$ cat config.mk
export PLATFORM = sky130hd
export DESIGN_NAME = iac_converter_flat
export DESIGN_NICKNAME = d
export VERILOG_FILES = /design/src/rtl/iac_pkg.sv /design/src/rtl/iac_link_if.sv /design/src/rtl/iac_converter.sv /design/src/flat_wrapper.sv
export VERILOG_INCLUDE_DIRS = /design/src /design/src/rtl
export SDC_FILE = /design/constraint.sdc
export NUM_CORES = 1
export LEC_CHECK = 0
export BUFFER_PORTS_ARGS = -buffer_cell sky130_fd_sc_hd__buf_2
export CAP_MARGIN = 10
export CORE_MARGIN = 2
export CORE_UTILIZATION = 50
export DETAILED_ROUTE_END_ITERATION = 8
export GPL_TIMING_DRIVEN = 0
export PLACE_DENSITY_LB_ADDON = 0.2
export SYNTH_ARGS = -nofsm -noshare
export SYNTH_HDL_FRONTEND = slang
export SYNTH_SLANG_ARGS = --single-unit
$ cat constraint.sdc
create_clock -name CORE_CLK -period 1.1 [get_ports CORE_CLK]
set_input_delay 0.165 -clock CORE_CLK [delete_from_list [all_inputs] [get_ports CORE_CLK]]
set_output_delay 0.165 -clock CORE_CLK [all_outputs]
set_load 0.02 [all_outputs]
$ cat src/rtl/iac_regs.svh
`ifndef IAC_REGS_SVH
`define IAC_REGS_SVH

// =====================================================================
// Conversion constants
// =====================================================================
`define IAC_CODE_W 8
`define IAC_CODE_FULL 8'hFF
`define IAC_CODE_MID 8'h80
`define IAC_CODE_ZERO 8'h00
// Input span in millivolts from mid scale to full scale
`define IAC_SPAN_MV 250
// Codes from mid scale to full scale
`define IAC_HALF_CODES 128

// =====================================================================
// Timing constants, in input clock cycles
// =====================================================================
`define IAC_LATENCY 15
`define IAC_TEST_KEEP_EVERY 5
`define IAC_TEST_CNT_LAST 3'h4
`define IAC_TEST_CNT_ZERO 3'h0

`endif

$ cat src/rtl/iac_pkg.sv
package iac_pkg;

	// =====================================================================
	// Shared types
	// =====================================================================
	typedef logic [7:0] iac_code_t;
	typedef logic signed [15:0] iac_mv_t;

	// Output port that a sample is routed to
	typedef enum logic {
		IAC_PORT_A,
		IAC_PORT_B
	} iac_port_e;

endpackage : iac_pkg

$ cat src/rtl/iac_link_if.sv
`timescale 1ns/1ps

// Output clock, both data ports and the phase-select pair between the ends
interface iac_link_if;
	logic data_out_clock;
	iac_pkg::iac_code_t port_a_word;
	iac_pkg::iac_code_t port_b_word;
	logic phase_select_input;
	logic phase_select_drive;

	modport dev (
		output data_out_clock,
		output port_a_word,
		output port_b_word,
		input phase_select_input,
		input phase_select_drive
	);

	modport cap (
		input data_out_clock,
		input port_a_word,
		input port_b_word,
		output phase_select_input,
		output phase_select_drive
	);
endinterface : iac_link_if

$ cat src/rtl/iac_converter.sv
`timescale 1ns/1ps
`include "iac_regs.svh"

// Function
// - Differential +-125 mV gives full, mid, zero
// - Single-ended +-250 mV gives full, mid, zero
// - Input clock halved to strobe both halves
// - Port A valid on rise, B on fall
// - Normal mode output clock is half rate
// - Grounded rate pin: divide by ten, 50% duty
// - Test mode keeps one sample in five
// - Open rate pin means normal mode
// - Port phase undefined unless phase select used
// - Other side drives half-rate phase select
// - Phase select one routes sample to A
// - Phase select zero routes sample to B
// - Input clock never above 500 MHz
// - Halves feed A and B alternately
// - Sample reaches port after 15 cycles
// - Out of range saturates, never wraps
// - Port rate half or tenth of input
module iac_converter #(
	parameter int LATENCY = `IAC_LATENCY
) (
	input wire logic CORE_CLK,
	input wire logic RESET_N,
	iac_link_if.dev LNK,
	input iac_pkg::iac_mv_t ANALOG_IN_POS,
	input iac_pkg::iac_mv_t ANALOG_IN_NEG,
	input wire logic RATE_SELECT_DRIVEN,
	input wire logic RATE_SELECT_LEVEL
);
	import iac_pkg::*;

	// Stages ahead of the port latch; the latch itself ends the latency count
	localparam int DEPTH = LATENCY;

	// =====================================================================
	// Quantizer
	// =====================================================================

	// Offset-binary code of a voltage difference, clamped at both ends
	function automatic iac_code_t quantize(input iac_mv_t pos, input iac_mv_t neg);
		logic signed [31:0] diff;
		logic signed [31:0] level;
		diff = 32'(pos) - 32'(neg);
		level = (diff * `IAC_HALF_CODES) / `IAC_SPAN_MV + `IAC_HALF_CODES;
		// Signed limit, so a negative level is not read as a huge one
		if (level > $signed(32'(`IAC_CODE_FULL))) begin
			quantize = `IAC_CODE_FULL;
		end else if (level < 32'sh0) begin
			quantize = `IAC_CODE_ZERO;
		end else begin
			quantize = level[7:0];
		end
	endfunction : quantize

	// =====================================================================
	// Rate-select pin synchroniser
	// =====================================================================
	logic drv_s1;
	logic drv_s2;
	logic lvl_s1;
	logic lvl_s2;
	logic test_mode;

	// Two flops before any logic looks at the pin
	always_ff @(posedge CORE_CLK or negedge RESET_N) begin
		if (!RESET_N) begin
			drv_s1 <= 1'b0;
			drv_s2 <= 1'b0;
			lvl_s1 <= 1'b1;
			lvl_s2 <= 1'b1;
		end else begin
			drv_s1 <= RATE_SELECT_DRIVEN;
			drv_s2 <= drv_s1;
			lvl_s1 <= RATE_SELECT_LEVEL;
			lvl_s2 <= lvl_s1;
		end
	end

	// Only a pin held to ground selects test mode; an open pin stays normal
	assign test_mode = drv_s2 && !lvl_s2;

	// =====================================================================
	// Strobe divider and port routing
	// =====================================================================
	logic strobe_phase;
	iac_port_e route;
	logic [2:0] keep_cnt;
	logic keep;

	// Tracking input overrides the free-running halving toggle
	always_comb begin
		if (LNK.phase_select_drive) begin
			route = LNK.phase_select_input ? IAC_PORT_A : IAC_PORT_B;
		end else begin
			route = strobe_phase ? IAC_PORT_A : IAC_PORT_B;
		end
	end

	// Halved strobe alternates the two converter halves
	always_ff @(posedge CORE_CLK or negedge RESET_N) begin
		if (!RESET_N) begin
			strobe_phase <= 1'b1;
		end else begin
			strobe_phase <= (route == IAC_PORT_B);
		end
	end

	// Test mode decimation: one sample kept in every five
	always_ff @(posedge CORE_CLK or negedge RESET_N) begin
		if (!RESET_N) begin
			keep_cnt <= `IAC_TEST_CNT_ZERO;
		end else if (!test_mode || keep_cnt == `IAC_TEST_CNT_LAST) begin
			keep_cnt <= `IAC_TEST_CNT_ZERO;
		end else begin
			keep_cnt <= keep_cnt + 3'h1;
		end
	end

	assign keep = !test_mode || keep_cnt == `IAC_TEST_CNT_ZERO;

	// =====================================================================
	// Processing pipeline
	// =====================================================================
	iac_code_t pipe_code [DEPTH];
	iac_port_e pipe_port [DEPTH];
	logic pipe_valid [DEPTH];

	// Every input edge is sampled; dropped samples ride along as invalid
	always_ff @(posedge CORE_CLK or negedge RESET_N) begin
		if (!RESET_N) begin
			for (int i = 0; i < DEPTH; i++) begin
				pipe_code[i] <= `IAC_CODE_ZERO;
				pipe_port[i] <= IAC_PORT_A;
				pipe_valid[i] <= 1'b0;
			end
		end else begin
			pipe_code[0] <= quantize(ANALOG_IN_POS, ANALOG_IN_NEG);
			pipe_port[0] <= route;
			pipe_valid[0] <= keep;
			for (int i = 1; i < DEPTH; i++) begin
				pipe_code[i] <= pipe_code[i-1];
				pipe_port[i] <= pipe_port[i-1];
				pipe_valid[i] <= pipe_valid[i-1];
			end
		end
	end

	// =====================================================================
	// Output latches and output clock
	// =====================================================================
	iac_code_t port_a;
	iac_code_t port_b;
	logic out_clk;

	// Port latch and output clock edge move together on the last stage
	always_ff @(posedge CORE_CLK or negedge RESET_N) begin
		if (!RESET_N) begin
			port_a <= `IAC_CODE_MID;
			port_b <= `IAC_CODE_MID;
		end else if (pipe_valid[DEPTH-1]) begin
			if (pipe_port[DEPTH-1] == IAC_PORT_A) begin
				port_a <= pipe_code[DEPTH-1];
			end else begin
				port_b <= pipe_code[DEPTH-1];
			end
		end
	end

	// High after an A word, low after a B word: half rate, or a tenth in test
	always_ff @(posedge CORE_CLK or negedge RESET_N) begin
		if (!RESET_N) begin
			out_clk <= 1'b0;
		end else if (pipe_valid[DEPTH-1]) begin
			out_clk <= (pipe_port[DEPTH-1] == IAC_PORT_A);
		end
	end

	assign LNK.data_out_clock = out_clk;
	assign LNK.port_a_word = port_a;
	assign LNK.port_b_word = port_b;

endmodule : iac_converter

$ cat src/flat_wrapper.sv
// flat-port wrapper written by rule: the top's interface ports become plain ports
module iac_converter_flat import iac_pkg::*;
#(
	parameter int LATENCY = `IAC_LATENCY
)
  (CORE_CLK, RESET_N, ANALOG_IN_POS, ANALOG_IN_NEG, RATE_SELECT_DRIVEN, RATE_SELECT_LEVEL, LNK_data_out_clock, LNK_port_a_word, LNK_port_b_word, LNK_phase_select_input, LNK_phase_select_drive);
  iac_link_if LNK_i ();
  input wire logic CORE_CLK;
  input wire logic RESET_N;
  input iac_pkg::iac_mv_t ANALOG_IN_POS;
  input iac_pkg::iac_mv_t ANALOG_IN_NEG;
  input wire logic RATE_SELECT_DRIVEN;
  input wire logic RATE_SELECT_LEVEL;
  output wire logic [$bits(LNK_i.data_out_clock)-1:0] LNK_data_out_clock;
  output wire logic [$bits(LNK_i.port_a_word)-1:0] LNK_port_a_word;
  output wire logic [$bits(LNK_i.port_b_word)-1:0] LNK_port_b_word;
  input wire logic [$bits(LNK_i.phase_select_input)-1:0] LNK_phase_select_input;
  input wire logic [$bits(LNK_i.phase_select_drive)-1:0] LNK_phase_select_drive;
  assign LNK_data_out_clock = LNK_i.data_out_clock;
  assign LNK_port_a_word = LNK_i.port_a_word;
  assign LNK_port_b_word = LNK_i.port_b_word;
  assign LNK_i.phase_select_input = LNK_phase_select_input;
  assign LNK_i.phase_select_drive = LNK_phase_select_drive;
  iac_converter #(.LATENCY(LATENCY)) u_core (.CORE_CLK(CORE_CLK), .RESET_N(RESET_N), .LNK(LNK_i), .ANALOG_IN_POS(ANALOG_IN_POS), .ANALOG_IN_NEG(ANALOG_IN_NEG), .RATE_SELECT_DRIVEN(RATE_SELECT_DRIVEN), .RATE_SELECT_LEVEL(RATE_SELECT_LEVEL));
endmodule
==> qor.yml <==
status: "finished with violations"
failed_checks: "hold timing, setup timing"
endpoint_kind: "flop"
gr-total-overflow: 0
worst-setup-path-type: "input pin to flop"
fillers: 1572
firstDrtPassIters: 6
avgSynthCellArea_um2: 9.59
slowest_stage: "nor3_2"
clk_latency_ns: 0.41
port_buffers: 54
syn2layout_area_growth_pct: 45.6
hold_viol: 37
cts.htree.levels: 4
tightest_slew_ns: 1.21
first_global_vias: 11400
rows: 57
syn_inst: 1288
routed_via_density: 6.44
dp.cells: 1667
dieWidth_um: 161
die_h_um: 161
start_util_pct: 50.8
hp-class: "input pin to async pin"
antenna_found_initial: 0
max_freq_ghz: 0.0601
synth_async_sr_flop_share_pct: 100
ys_seq_elements: 175
critPathMaxFanout: 8
cp_common_cell: "buf_6"
clock_sinks: 175
fin_area_um2: 18000
crit_family: "compound AO/OA/AOI/OAI gates"
cts_buffer_depth: 2
cp.arrival_ns: 16.89
synth_cell_types: 146
skew_ns: 0.00921
ios: 55
clock_tree.root_cell: "clkbuf_16"
post-route-min-period_ns: 16.63
fin_hold_ws_ns: -0.385
synth_ff_type: "dfrtp_1"
clk_pin_slew_ns: 0.07
slew_headroom_pct: 19.0
layout-drive-gt1-share_pct: 44.9
dpl_worst_slack_ns: -18.41
maxCapViolCount: 0
nNetsFinal: 1660
grt_pass1_wl_um: 55700
final_common_cell: "buf_4"
drc: 0
numCtsBuffers: 17
seq_area_frac_synth_pct: 35.5
ant_nets: 0
synth_edf_count: 0
ys_warn_count: 0
layout_setup_ws_ns: -15.53
layout.cells.non_filler: 1927
grtUsageTotal_pct: 25.8
final_util_pct: 73.9
synthesis.nets: 1358
slowest_delay_ns: 0.55
initialDrtViolationCount: 1230
holdBufCountCts: 4
fin_crit_sh_pct: 1510
critical_path.startpoint_type: "input pin"
synth_area_um2: 12400
core_area_um2: 24300
gp_congestion: 0.899
dieArea_um2: 26000
most-common-layout-cells: "buf_4 (208), dfrtp_1 (169), nor2_1 (81)"
slew_violations: 0
crit_required_ns: 1.35
placed_area_um2: 13500
num_antenna_cells: 0
routed_wl_um: 39400
grt_max_degree: 139
via_count: 12400
cts_tree: "yes"
setup_viol: 30
rsz0062_at_grt: "yes"
worst-path-buf-inv: 11
routedWlPerCell_um: 20.4
dp_hpwl_um: 21300
==> state kept, by name (all words and copies together) (netlist names) <==
name / flops
u_core.LNK.data_out_clock: 1
u_core.LNK.port_a_word: 8
u_core.LNK.port_b_word: 8
u_core.drv_s1: 1
u_core.drv_s2: 1
u_core.keep_cnt: 3
u_core.lvl_s1: 1
u_core.lvl_s2: 1
u_core.pipe_code: 120
u_core.pipe_port: 15
u_core.pipe_valid: 15
u_core.strobe_phase: 1
==> synth_stat cells, types with 21 or more instances <==
library cell | instances | area share (%)
ha_1 | 31 | 3.1
xnor2_1 | 50 | 3.5
nor3_1 | 44 | 1.8
inv_1 | 40 | 1.2
nor2_1 | 92 | 2.8
o21ai_0 | 59 | 2.4
xor2_1 | 21 | 1.5
dfrtp_1 | 170 | 34
nand2_1 | 77 | 2.3
nand3_1 | 44 | 1.8
and3_1 | 24 | 1.2
a21oi_1 | 77 | 3.1
==> cell families after synthesis <==
group / count (synthesis) / share of synthesized area (%)
and+or+nand+nor: 450 / 20.5
AOI/OAI and AO/OA: 438 / 28.1
DFF: 175 / 35.5
buffers and inverters: 80 / 3.42
xor gates and xnor gates: 78 / 5.96
muxes: 34 / 3.07
adders and majority gates: 33 / 3.38
==> metrics by stage <==
stage          TNS [ns]  hold WS (ns)
4_1_cts         -116.83        -0.396
6_report        -124.92        -0.385
2_1_floorplan   -120.81        -0.131
3_5_place_dp    -148.53        0.0530
3_3_place_gp    -582.68         0.277
5_1_grt         -129.21        -0.381
==> repair_timing <==
action / in CTS / in global routing
hold endpoints to repair: 41 / 37
buffers inserted: 148 / 84
cloned: 3 / 0
pin swaps: 118 / 97
endpoints found under the setup margin: 41 / 42
resized for setup: 245 / 151
==> area by class of cell <==
| class | instances | area, um^2 | share of cell area [%] |
|---|---|---|---|
| Multi-Input combinational cell | 1034 | 9740 | 54.2 |
| Sequential cell | 175 | 4390 | 24.4 |
| Timing Repair Buffer | 290 | 2390 | 13.3 |
| Clock buffer | 18 | 439 | 2.44 |
| Tap cell | 324 | 405 | 2.25 |
| Buffer | 31 | 293 | 1.63 |
| Inverter | 41 | 169 | 0.940 |
| Clock inverter | 14 | 153 | 0.849 |
==> metal layers <==
layer / up-vias / track usage (%) / routed length (um)
li1: 5553 / - / -
met2: 615 / 43.1 / 19400
met3: 181 / 2.93 / 2170
met1: 6059 / 34.8 / 16000
met5: - / 0 / 0
met4: 0 / 9.50 / 1730
==> worst paths after layout <==
check | start | to | slack [ns] | cells past startpoint
worst max-delay path | ANALOG_IN_POS[0] | u_core.pipe_code[112]$_DFF_PN0_ | -15.53 | 71
worst min-delay path | RESET_N | u_core.pipe_valid[5]$_DFF_PN0_ | -0.39 | 1
worst max register to register | u_core.pipe_valid[0]$_DFF_PN0_ | u_core.LNK.port_a_word[1]$_DFFE_PN0P_ | -0.05 | 3
worst min register to register | u_core.pipe_code[82]$_DFF_PN0_ | u_core.pipe_code[74]$_DFF_PN0_ | 0.35 | 0
max in group asynchronous | RESET_N | u_core.pipe_code[113]$_DFF_PN0_ | 0.60 | 2
min in group CORE_CLK | u_core.pipe_code[82]$_DFF_PN0_ | u_core.pipe_code[74]$_DFF_PN0_ | 0.35 | 0
==> worst reg2reg max path, delay by kind of cell (launching register included) <==
kind          cells  cell delay (ns)
flops             1             0.47
mux               1             0.31
buf+inv           1             0.14
simple gates      1             0.12
Power is left out: the tool's default activity adds up to more than one toggle a clock period on the data nets, which glitch-free logic cannot reach.
